### src/cbtg_pkg.sv
// shared constants and types for the balance timeout guard
package cbtg_pkg;

   // ==========================================================
   // register map
   localparam logic [7:0] ADDR_STATUS = 8'h02;
   localparam logic [7:0] ADDR_BAL_CFG = 8'h0b;
   localparam logic [7:0] ADDR_ACQ_CFG = 8'h0c;

   // ==========================================================
   // field layout
   localparam int ACQ_LOW_LSB = 0;
   localparam int ACQ_COUNT_LSB = 8;
   localparam int ACQ_PRESCALE_LSB = 12;
   localparam int STATUS_RST_BIT = 0;
   localparam int STATUS_THERM_BIT = 1;
   localparam int NUM_SWITCHES = 12;

   // ==========================================================
   // prescale encodings and tick multiples
   localparam logic [1:0] PRESCALE_OFF = 2'h0;
   localparam logic [1:0] PRESCALE_1S = 2'h1;
   localparam logic [1:0] PRESCALE_4S = 2'h2;
   localparam logic [1:0] PRESCALE_16S = 2'h3;
   localparam logic [4:0] TICKS_1S = 5'h01;
   localparam logic [4:0] TICKS_4S = 5'h04;
   localparam logic [4:0] TICKS_16S = 5'h10;

   // ==========================================================
   // reset values
   localparam logic [1:0] PRESCALE_RST = PRESCALE_OFF;
   localparam logic [3:0] COUNT_RST = 4'h0;
   localparam logic [7:0] ACQ_LOW_RST = 8'h00;
   localparam logic [11:0] BAL_CFG_RST = 12'h000;
   localparam logic [15:0] RDATA_RST = 16'h0000;

   // ==========================================================
   // timing
   localparam int CLK_MHZ = 100;
   localparam int TICK_PERIOD_S = 1;
   localparam int TICK_CYCLES = TICK_PERIOD_S * CLK_MHZ * 1000000;
   localparam int WAKE_DELAY_US = 280;
   localparam int WAKE_CYCLES = WAKE_DELAY_US * CLK_MHZ;

   // ==========================================================
   // types
   typedef enum logic [2:0] {
      WAKE_OSC = 3'b001,
      WAKE_DELAY = 3'b010,
      WAKE_ACTIVE = 3'b100
   } cbtg_wake_t;

   typedef struct packed {
      logic wr;
      logic capture;
      logic [7:0] addr;
      logic [15:0] wdata;
   } cbtg_req_t;

   typedef struct packed {
      logic [31:0] base;
      logic [4:0] sub;
      logic tick;
   } cbtg_tick_state_t;

   typedef struct packed {
      cbtg_wake_t wake;
      logic [31:0] wake_cnt;
      logic rst_flag;
      logic reg_on;
      logic timeout;
      logic [3:0] count;
      logic [1:0] prescale;
      logic [7:0] acq_low;
      logic [11:0] bal_cfg;
      logic [11:0] sw_en;
      logic [15:0] rdata;
   } cbtg_state_t;

endpackage

### src/cbtg_guard.sv
// balance timeout guard: timer, switch gating, thermal and wake logic
// Functional notes
// - timeout is a 4-bit down counter ticked by a selectable predivider
// - prescale 00 off, 01 one second, 10 four, 11 sixteen seconds
// - timer starts when prescale is written to a non-off setting
// - enabled counter decrements once per tick until it reaches zero
// - reaching zero forces switches off until disabled or nonzero rewrite
// - timeout gates switches separately, switch config stays unchanged
// - count is read/write; reads return value captured at capture strobe
// - enabling with count already zero does not force switches off
// - count and prescale live in upper byte of acquisition config
// - overtemperature disables regulator and forces switches off
// - regulator stays off until die cooled by the hysteresis
// - power-on reset returns all registers to defaults
// - reset flag set when logic wakes; host checks and clears it
// - logic becomes active a fixed delay after oscillator starts
// - switch config holds one enable bit per balancing switch
`timescale 1ns/1ps
module cbtg_guard #(
   parameter int SEC_CYCLES = cbtg_pkg::TICK_CYCLES,
   parameter int WAKE_CYC = cbtg_pkg::WAKE_CYCLES
) (
   input wire logic clock_i,
   input wire logic arst_n_i,
   input wire logic ce_i,
   input wire logic osc_running_i,
   input wire cbtg_pkg::cbtg_req_t req_i,
   input wire logic over_temp_i,
   input wire logic temp_cooled_i,
   output logic [15:0] reg_rdata_o,
   output logic [cbtg_pkg::NUM_SWITCHES-1:0] switch_en_o,
   output logic regulator_en_o,
   output logic logic_active_o
);
   import cbtg_pkg::*;

   cbtg_state_t st;
   cbtg_state_t next_st;
   logic tick;
   logic active;
   logic acq_wr;
   logic bal_wr;
   logic status_wr;
   logic [3:0] wr_count;
   logic [1:0] wr_pre;
   logic gate_ok;
   logic [15:0] read_word;

   // ==========================================================
   // request decode
   assign active = (st.wake == WAKE_ACTIVE);
   assign acq_wr = active && req_i.wr && (req_i.addr == ADDR_ACQ_CFG);
   assign bal_wr = active && req_i.wr && (req_i.addr == ADDR_BAL_CFG);
   assign status_wr = active && req_i.wr && (req_i.addr == ADDR_STATUS);
   assign wr_count = req_i.wdata[ACQ_COUNT_LSB +: 4];
   assign wr_pre = req_i.wdata[ACQ_PRESCALE_LSB +: 2];

   // ==========================================================
   // prescaler
   cbtg_tick #(
      .SEC_CYCLES(SEC_CYCLES)
   ) u_tick (
      .clock_i(clock_i),
      .arst_n_i(arst_n_i),
      .ce_i(ce_i),
      .restart_i(acq_wr),
      .prescale_i(st.prescale),
      .tick_o(tick)
   );

   // ==========================================================
   // read mux
   always_comb begin
      read_word = 16'h0000;
      case (req_i.addr)
         ADDR_STATUS: begin
            read_word[STATUS_RST_BIT] = st.rst_flag;
            read_word[STATUS_THERM_BIT] = ~st.reg_on;
         end
         ADDR_BAL_CFG: begin
            read_word[NUM_SWITCHES-1:0] = st.bal_cfg;
         end
         ADDR_ACQ_CFG: begin
            read_word[ACQ_LOW_LSB +: 8] = st.acq_low;
            read_word[ACQ_COUNT_LSB +: 4] = st.count;
            read_word[ACQ_PRESCALE_LSB +: 2] = st.prescale;
         end
         default: begin
            read_word = 16'h0000;
         end
      endcase
   end

   // ==========================================================
   // next state
   always_comb begin
      next_st = st;
      gate_ok = 1'b0;

      // status write-one-to-clear, wake set applied after so it wins
      if (status_wr && req_i.wdata[STATUS_RST_BIT]) begin
         next_st.rst_flag = 1'b0;
      end

      // wake sequence after power-on reset
      case (st.wake)
         WAKE_OSC: begin
            if (osc_running_i) begin
               next_st.wake = WAKE_DELAY;
               next_st.wake_cnt = 32'h0;
            end
         end
         WAKE_DELAY: begin
            if (st.wake_cnt == 32'(WAKE_CYC - 1)) begin
               next_st.wake = WAKE_ACTIVE;
               next_st.rst_flag = 1'b1;
            end else begin
               next_st.wake_cnt = st.wake_cnt + 32'h1;
            end
         end
         WAKE_ACTIVE: begin
            next_st.wake = WAKE_ACTIVE;
         end
         default: begin
            next_st.wake = WAKE_OSC;
         end
      endcase

      // thermal shutdown with hysteresis
      if (over_temp_i) begin
         next_st.reg_on = 1'b0;
      end else if (!st.reg_on && temp_cooled_i) begin
         next_st.reg_on = 1'b1;
      end

      // balance timer
      if (acq_wr) begin
         next_st.acq_low = req_i.wdata[ACQ_LOW_LSB +: 8];
         next_st.count = wr_count;
         next_st.prescale = wr_pre;
         if (wr_pre == PRESCALE_OFF || wr_count != 4'h0) begin
            next_st.timeout = 1'b0;
         end
      end else if (tick && st.prescale != PRESCALE_OFF &&
                   st.count != 4'h0) begin
         next_st.count = st.count - 4'h1;
         if (st.count == 4'h1) begin
            next_st.timeout = 1'b1;
         end
      end

      // switch config, never touched by timeout or thermal
      if (bal_wr) begin
         next_st.bal_cfg = req_i.wdata[NUM_SWITCHES-1:0];
      end

      // gated enables, separate from the config register
      gate_ok = (next_st.wake == WAKE_ACTIVE) && !next_st.timeout &&
                next_st.reg_on && !over_temp_i;
      next_st.sw_en = next_st.bal_cfg & {NUM_SWITCHES{gate_ok}};

      // read capture at the address acknowledge
      if (req_i.capture) begin
         next_st.rdata = read_word;
      end
   end

   // ==========================================================
   // state register
   always_ff @(posedge clock_i or negedge arst_n_i) begin
      if (!arst_n_i) begin
         st.wake <= WAKE_OSC;
         st.wake_cnt <= 32'h0;
         st.rst_flag <= 1'b0;
         st.reg_on <= 1'b1;
         st.timeout <= 1'b0;
         st.count <= COUNT_RST;
         st.prescale <= PRESCALE_RST;
         st.acq_low <= ACQ_LOW_RST;
         st.bal_cfg <= BAL_CFG_RST;
         st.sw_en <= BAL_CFG_RST;
         st.rdata <= RDATA_RST;
      end else if (ce_i) begin
         st <= next_st;
      end
   end

   assign reg_rdata_o = st.rdata;
   assign switch_en_o = st.sw_en;
   assign regulator_en_o = st.reg_on;
   assign logic_active_o = active;

   // ==========================================================
   // checks
   property p_timeout_off;
      @(posedge clock_i) disable iff (!arst_n_i)
      st.timeout |-> switch_en_o == '0;
   endproperty
   a_timeout_off: assert property (p_timeout_off)
      else $error("switch on during timeout");

   property p_cfg_kept;
      @(posedge clock_i) disable iff (!arst_n_i)
      $rose(st.timeout) && !$past(bal_wr) |-> $stable(st.bal_cfg);
   endproperty
   a_cfg_kept: assert property (p_cfg_kept)
      else $error("switch config changed by timeout");

   property p_decrement;
      @(posedge clock_i) disable iff (!arst_n_i)
      ce_i && tick && st.prescale != PRESCALE_OFF && st.count != 4'h0 &&
      !acq_wr |=> st.count == $past(st.count) - 4'h1;
   endproperty
   a_decrement: assert property (p_decrement)
      else $error("counter did not decrement on tick");

   property p_zero_enable;
      @(posedge clock_i) disable iff (!arst_n_i)
      ce_i && acq_wr && wr_count == 4'h0 && !st.timeout |=> !st.timeout;
   endproperty
   a_zero_enable: assert property (p_zero_enable)
      else $error("enable at zero forced timeout");

   property p_disable;
      @(posedge clock_i) disable iff (!arst_n_i)
      ce_i && acq_wr && wr_pre == PRESCALE_OFF |=>
      !st.timeout && st.prescale == PRESCALE_OFF;
   endproperty
   a_disable: assert property (p_disable)
      else $error("disable did not release timeout");

   property p_start;
      @(posedge clock_i) disable iff (!arst_n_i)
      ce_i && acq_wr && wr_pre != PRESCALE_OFF |=>
      st.prescale == $past(wr_pre) && st.count == $past(wr_count);
   endproperty
   a_start: assert property (p_start)
      else $error("timer not loaded by write");

   property p_thermal;
      @(posedge clock_i) disable iff (!arst_n_i)
      ce_i && over_temp_i |=> !regulator_en_o && switch_en_o == '0;
   endproperty
   a_thermal: assert property (p_thermal)
      else $error("overtemperature did not shut down");

   property p_hysteresis;
      @(posedge clock_i) disable iff (!arst_n_i)
      ce_i && !st.reg_on && !temp_cooled_i |=> !st.reg_on;
   endproperty
   a_hysteresis: assert property (p_hysteresis)
      else $error("regulator restarted before cooling");

   property p_wake_gate;
      @(posedge clock_i) disable iff (!arst_n_i)
      !active |-> switch_en_o == '0;
   endproperty
   a_wake_gate: assert property (p_wake_gate)
      else $error("switch on before logic active");

   property p_rst_flag;
      @(posedge clock_i) disable iff (!arst_n_i)
      $rose(active) |-> st.rst_flag;
   endproperty
   a_rst_flag: assert property (p_rst_flag)
      else $error("reset flag not set on wake");

   property p_read;
      @(posedge clock_i) disable iff (!arst_n_i)
      ce_i && req_i.capture && req_i.addr == ADDR_ACQ_CFG |=>
      reg_rdata_o[ACQ_COUNT_LSB +: 4] == $past(st.count);
   endproperty
   a_read: assert property (p_read)
      else $error("captured count mismatch");

   property p_count_hold;
      @(posedge clock_i) disable iff (!arst_n_i)
      !(ce_i && (acq_wr || tick)) |=> $stable(st.count);
   endproperty
   a_count_hold: assert property (p_count_hold)
      else $error("count moved without tick or write");

   property p_timeout_rise;
      @(posedge clock_i) disable iff (!arst_n_i)
      $rose(st.timeout) |-> st.count == 4'h0 && $past(st.count) == 4'h1;
   endproperty
   a_timeout_rise: assert property (p_timeout_rise)
      else $error("timeout without count reaching zero");

   property p_flag_clear;
      @(posedge clock_i) disable iff (!arst_n_i)
      ce_i && status_wr && req_i.wdata[STATUS_RST_BIT] |=> !st.rst_flag;
   endproperty
   a_flag_clear: assert property (p_flag_clear)
      else $error("reset flag not cleared by host");

   property p_cfg_write;
      @(posedge clock_i) disable iff (!arst_n_i)
      ce_i && bal_wr |=>
      st.bal_cfg == $past(req_i.wdata[NUM_SWITCHES-1:0]);
   endproperty
   a_cfg_write: assert property (p_cfg_write)
      else $error("switch config not written");

endmodule

### src/cbtg_tick.sv
// prescaled tick generator for the balance timer
`timescale 1ns/1ps
module cbtg_tick #(
   parameter int SEC_CYCLES = cbtg_pkg::TICK_CYCLES
) (
   input wire logic clock_i,
   input wire logic arst_n_i,
   input wire logic ce_i,
   input wire logic restart_i,
   input wire logic [1:0] prescale_i,
   output logic tick_o
);
   import cbtg_pkg::*;

   cbtg_tick_state_t st;
   cbtg_tick_state_t next_st;
   logic [4:0] limit;

   // ==========================================================
   // divider
   always_comb begin
      next_st = st;
      next_st.tick = 1'b0;
      case (prescale_i)
         PRESCALE_1S: limit = TICKS_1S;
         PRESCALE_4S: limit = TICKS_4S;
         PRESCALE_16S: limit = TICKS_16S;
         default: limit = TICKS_1S;
      endcase
      if (restart_i || prescale_i == PRESCALE_OFF) begin
         next_st.base = 32'h0;
         next_st.sub = 5'h00;
      end else if (st.base == 32'(SEC_CYCLES - 1)) begin
         next_st.base = 32'h0;
         if (st.sub == limit - 5'h01) begin
            next_st.sub = 5'h00;
            next_st.tick = 1'b1;
         end else begin
            next_st.sub = st.sub + 5'h01;
         end
      end else begin
         next_st.base = st.base + 32'h1;
      end
   end

   always_ff @(posedge clock_i or negedge arst_n_i) begin
      if (!arst_n_i) begin
         st <= '0;
      end else if (ce_i) begin
         st <= next_st;
      end
   end

   assign tick_o = st.tick;

   // ==========================================================
   // checks
   property p_tick_enabled;
      @(posedge clock_i) disable iff (!arst_n_i)
      ce_i && tick_o |-> $past(prescale_i) != PRESCALE_OFF;
   endproperty
   a_tick_enabled: assert property (p_tick_enabled)
      else $error("tick while prescale off");

   property p_tick_single;
      @(posedge clock_i) disable iff (!arst_n_i)
      ce_i && tick_o |=> !tick_o;
   endproperty
   a_tick_single: assert property (p_tick_single)
      else $error("tick longer than one cycle");

endmodule
### config.mk
export PLATFORM = sky130hd
export DESIGN_NAME = cbtg_guard
export DESIGN_NICKNAME = d
export VERILOG_FILES = /design/src/cbtg_pkg.sv /design/src/cbtg_guard.sv /design/src/cbtg_tick.sv
export SDC_FILE = /design/constraint.sdc
export NUM_CORES = 1
export LEC_CHECK = 0
export BUFFER_PORTS_ARGS = -buffer_cell sky130_fd_sc_hd__buf_2
export CAP_MARGIN = 20
export CORE_UTILIZATION = 55
export DETAILED_ROUTE_END_ITERATION = 8
export PLACE_DENSITY = 0.77
export SETUP_SLACK_MARGIN = 0.3
export SLEW_MARGIN = 20
export SYNTH_ARGS = -nofsm -noshare
export SYNTH_HDL_FRONTEND = slang
export SYNTH_HIERARCHICAL = 1
export SYNTH_SLANG_ARGS = --single-unit
### constraint.sdc
create_clock -name clock_i -period 5.75 [get_ports clock_i]
set_input_delay 1.4375 -clock clock_i [delete_from_list [all_inputs] [get_ports clock_i]]
set_output_delay 1.4375 -clock clock_i [all_outputs]
set_load 0.005 [all_outputs]
### Word level (Yosys, flattened, before mapping)

Cells that the tools add are included.

| storage, ports and cells | value |
|---|---|
| flip-flop bits (word level) | 128 |
| bits of input ports | 32 |
| output and inout port bits | 30 |
| logic and storage cells | 90 |

| cells by class | value |
|---|---|
| add/sub/neg operators | 5 |
| equality and inequality tests | 15 |
| mux-type cells | 25 |
| bitwise operators | 2 |
| reductions and logical operators | 29 |

Operator list:

| operator | count |
|---|---|
| 32-bit by 1-bit adder with 32-bit output (second input constant) | 2 |
| 32-bit 2-to-1 mux | 2 |
| 32-bit case mux with 2 select lines | 1 |
| 37-bit 2-to-1 mux | 1 |
| 35-bit 2-to-1 mux | 1 |
| 32-bit by 15-bit equality test with 1-bit output (second input constant) | 1 |
| 32-bit by 27-bit equality test with 1-bit output (second input constant) | 1 |
| 10-bit case mux with 2 select lines | 1 |
| 8-bit by 4-bit equality test with 1-bit output (second input constant) | 2 |
| 5-bit 2-to-1 mux | 3 |
| 12-bit bitwise AND | 1 |
| 12-bit 2-to-1 mux | 1 |
| 1-bit logical AND | 11 |
| 5-bit case mux with 2 select lines | 1 |
| 1-bit 2-to-1 mux | 9 |
| 3-bit case mux with 3 select lines | 1 |
| 8-bit by 2-bit equality test with 1-bit output (second input constant) | 1 |
| 2-bit AND reduction | 4 |
| 2-bit nonzero test | 4 |
| 4-bit nonzero test | 2 |
| 3-bit equality test (second input constant) | 2 |
| 6-bit 2-to-1 mux | 1 |
| 2-bit case mux with 3 select lines | 1 |
| 5-bit by 1-bit adder with 5-bit output (second input constant) | 1 |
| other kinds (15) | 21 |

### Longest topological paths before layout

| depth | value |
|---|---|
| depth after elaboration | 10 |
| gate-level depth with buffers | 9 |

### Modules after synthesis

The synthesis kept the hierarchy.

Modules (own cells, without submodules):

| module | times used | cells each | area an instance (sq um) | seq. area each (sq um) |
|---|---|---|---|---|
| cbtg_guard | 1 | 469 | 4810.9 | 2254.7 |
| cbtg_tick | 1 | 232 | 2168.3 | 950.9 |

### Worst setup path after synthesis

Ideal clock, no wire load.

| path | value |
|---|---|
| path kind | input to register |
| start point | input port req_i[21] (netlist bit) |
| end point | register, netlist name st[30] |
| library setup time | 125 ps |
| arrival time | 2748 ps |
| data required time | 5625 ps |
| slack | 2877 ps |
| stages | 7 |
| path through | nor4_4 -> and4_4 -> and2_4 -> buf_6 -> nand2_4 -> buf_6 -> mux2_4 |

RTL lines:

| what | RTL line | text |
|---|---|---|
| from (decl) | cbtg_guard.sv:27 | `input wire cbtg_pkg::cbtg_req_t req_i,` |

### Final worst setup path

| path | value |
|---|---|
| start point | input port req_i[17] (netlist bit) |
| end point | register u_tick/st[20] (netlist bit) |

| on the way | value |
|---|---|
| longest elaborated chain between the ends | 4 |

Ends and longest elaborated chain:

| what | RTL line | text |
|---|---|---|
| 8-bit by 4-bit equality test with 1-bit output | cbtg_guard.sv:52 | `assign acq_wr = active && req_i.wr && (req_i.addr == ADDR_ACQ_CFG);` |
| 1-bit logical AND | cbtg_guard.sv:52 |  |
| via acq_wr | cbtg_guard.sv:41 | `logic acq_wr;` |
| 1-bit logical OR | cbtg_tick.sv:30 | `if (restart_i \|\| prescale_i == PRESCALE_OFF) begin` |
| 37-bit 2-to-1 mux | cbtg_tick.sv:30 |  |
| to (signal assigned) | cbtg_tick.sv:50 | `st <= next_st;` |
| to (decl) | cbtg_tick.sv:15 | `cbtg_tick_state_t st;` |

The timed path passes the listed nets, and every way through them passes these cells.
A chain may end at the register's enable or synchronous reset.

==> flow_metrics.tcl <==
set metrics [dict create \
    cts_hold_buf 0 \
    cp_slowest_cell "nor4bb_1" \
    finalPower_mw 2.10 \
    rsz0062_at_grt "no" \
    cp_max_fo 27 \
    path_buf_inv 2 \
    route.detailed.drc 0 \
    yosysUniqueCellTypes 76 \
    grt_pass1_wl_mm 25.9 \
    overflow 0 \
    power.internal_mw 1.62 \
    cts_resized 0 \
    synth_compound_area_share_pct 11.6 \
    status "completed" \
    synth-edff-count 0 \
    clkPwrFrac_pct 48.6 \
    drv_cap 0 \
    pin_count 62 \
    p_sw_share_pct 22.9 \
    power_per_cell_area_mw_per_mm2 273 \
    portBuffers 57 \
    grt_antenna_before_repair 0 \
    synth-adder-area-share_pct 1.08 \
    core_sq_mm 0.0122 \
    ys_warn_count 6 \
    cp.required_ns 6.04 \
    arrival_ns 3.38 \
    setup_violations 0 \
    grt_max_degree 82 \
    report.final.slew_viol_count 0 \
    synth_top_family_by_area "simple AND/OR/NAND/NOR gates" \
    nNetsFinal 766 \
    fin_crit_sh_pct 53.8 \
    fp.dieW_microns 115 \
    final_cell_mix "dfrtp_1, nor2_1, nand2_1" \
    detail-route-antenna-nets 0 \
    synth-simple-area-share_pct 23.9 \
    avgSynthCellArea_sq_um 9.96 \
    gp_congestion 0.854 \
    multiInputGateArea_sq_mm 0.00334 \
    post_cts_buffers 0 \
    first_iter_violations 505 \
    std_cell_rows 40 \
    netlist_area_sq_mm 0.00698 \
    clock_latency_ns 0.42 \
    n_fill_cell 997 \
    grt_pass1_vias 5279 \
    yosysSeqAreaShare_pct 45.9 \
    netlist_instances 701 \
    cts_sinks 128 \
    muxShareOfSynthArea_pct 6.53 \
    layout_commonest_cell "dfrtp_1" \
    firstDrtPassIters 5 \
    fin_worst_skew_ns 0.00906 \
    cts_tree "yes" \
    ys_seq_elements 128 \
    cts_root_buffer "clkbuf_16" \
    ir_worst_vdd_mv 0.212 \
    synth-main-ff-cell "dfrtp_1" \
    cts_made_buffers 17 \
    seq_power_share_pct 45.4 \
    die-area_sq_mm 0.0131 \
    yosys.area_share.xor_xnor_pct 4.64 \
    antenna_cells 0 \
    switching_power_mw 0.483 \
    startpoint_type "primary input" \
    min_period_ns 3.09 \
    die_h_microns 115 \
    wl_mm 15.4 \
    final.setup.tns_ns 0 \
    htreeDepth 4 \
    tightest_slew_ns 0.975 \
    end_kind "flip-flop" \
    synthArstFlopShare_pct 100 \
    clk_path_buf_depth 2 \
    yosys-top-cells-area "dfrtp_1, nand3_1, nor2_1, xor2_1, buf_4" \
    cellLeakagePower_nw 3.37 \
    synth_top_area_share_pct 45.2 \
    wire_per_inst_microns 17.0 \
    area_delta_synth_final_pct 10.3 \
    vias_per_cell 6.00 \
    vias 5452 \
    initial_core_util_pct 57.2 \
    cp_slowest_stage_delay_ns 0.36 \
    synth_largest_area_cell "dfrtp_1" \
    timing.slew.headroom_pct 35.0 \
    min-delay-path-class "flip-flop to flip-flop" \
    grt_usage_pct 25.6 \
    critPathKind "primary input to flip-flop" \
    clk_pin_slew_ns 0.06 \
    drive_gt1_share_pct 19.7 \
    hpwl_mm 10.4 \
    fmax_ghz 0.323 \
    cp_cell_sequence "buf_2 -> nor4bb_1 -> nand3_1 -> inv_1 -> or2_2 -> nand2_1 -> nand2_4 -> o22ai_1" \
    hold_viol 0 \
    layout.area.seq_sq_mm 0.00321 \
    critPathTopFamily "simple AND/OR/NAND/NOR gates" \
    combPwrFrac_pct 6.0 \
]
power by group through the flow:
| stage | combinational [mW] | sequential (mW) | clock (mW) |
|---|---|---|---|
| after floorplan | 0.0806 | 0.961 | 0 |
| after global placement | 0.122 | 0.970 | 0 |
| after detailed placement | 0.126 | 0.971 | 0 |
| after CTS | 0.126 | 0.956 | 1.04 |
| after global routing | 0.143 | 0.962 | 1.08 |
| final | 0.126 | 0.956 | 1.02 |
per-layer routing:
| layer | global-route usage, % | wire length (microns) | vias up |
|---|---|---|---|
| met2 | 41.3 | 7460 | 182 |
| li1 | - | - | 2559 |
| met5 | 0 | 0 | - |
| met1 | 32.7 | 6800 | 2682 |
| met4 | 11.9 | 348 | 0 |
| met3 | 5.88 | 797 | 29 |
metrics by stage:
stage / util (%) / cells / instance area [sq um] / hold WS (ns) / setup WS [ns]
detailed placement: 58.5 / 877 / 7140 / 0.468 / 2.23
floorplan: - / 702 / 6980 / 0.445 / 2.88
finish: 63.0 / 908 / 7700 / 0.473 / 2.66
global placement: 58.5 / 877 / 7140 / 0.461 / 2.30
CTS: 63.0 / 908 / 7690 / 0.479 / 2.68
global route: 63.0 / 908 / 7700 / 0.492 / 2.49
sequential cells by signal, indices dropped and copies added (netlist names):
register	cells
u_tick/st	37
switch_en_o	12
regulator_en_o	1
st	63
u_tick/tick_o	1
reg_rdata_o	14
final cells by class:
cell class              count  share of cell area [%]
flip-flops and latches    128                    41.6
clock inverters             7                    1.11
well taps                 168                    2.73
multi-input cells         501                    43.3
clock buffers              24                    6.13
inverters                  20                   0.975
repair buffers             60                    4.08
logic make-up after synthesis:
logic type	Yosys count
xor+xnor	37
flops	128
fa+ha+maj	6
mux	39
simple gates	297
other cells	1
buf+inv	73
compound gates	120
worst paths after layout:
check,from,end,slack (ns),cells after the start
min reg2reg,reg_rdata_o[6],reg_rdata_o[6],0.47,2
max,req_i[17],u_tick/st[20],2.66,8
min in group asynchronous,arst_n_i,reg_rdata_o[5],1.06,1
min,reg_rdata_o[6],reg_rdata_o[6],0.47,2
max reg2reg,st[66],st[69],3.19,5
max in group asynchronous,arst_n_i,reg_rdata_o[12],3.58,2
cells in the mapped netlist (all sizes together), types with 2 or more instances:
master / number
a22oi: 12
or2: 7
nand4: 29
inv: 20
or4: 9
o22a: 2
mux2i: 17
a22o: 2
nor2b: 2
a21oi: 21
xnor2: 8
nand2: 59
o21ai: 35
nor3: 22
or3: 2
a31oi: 3
dfstp: 2
o211ai: 4
o31ai: 8
nand4b: 2
and3: 9
a2bb2oi: 2
o311ai: 3
a21o: 5
o2bb2ai: 13
nor4bb: 3
buf: 44
nor4: 14
o41ai: 3
clkbuf: 9
nor4b: 2
dfrtp: 126
o22ai: 2
mux2: 22
and2: 2
xor2: 29
and4: 3
nand2b: 4
nand3: 53
ha: 6
nor2: 69
or4b: 2
worst register-to-register path: cells and delay by family (launching register included):
kind	cells	cell delay (ns)
compound gates	3	1.24
flops	1	0.45
simple gates	2	0.77
No activity file was read; power rests on OpenSTA's default activity.
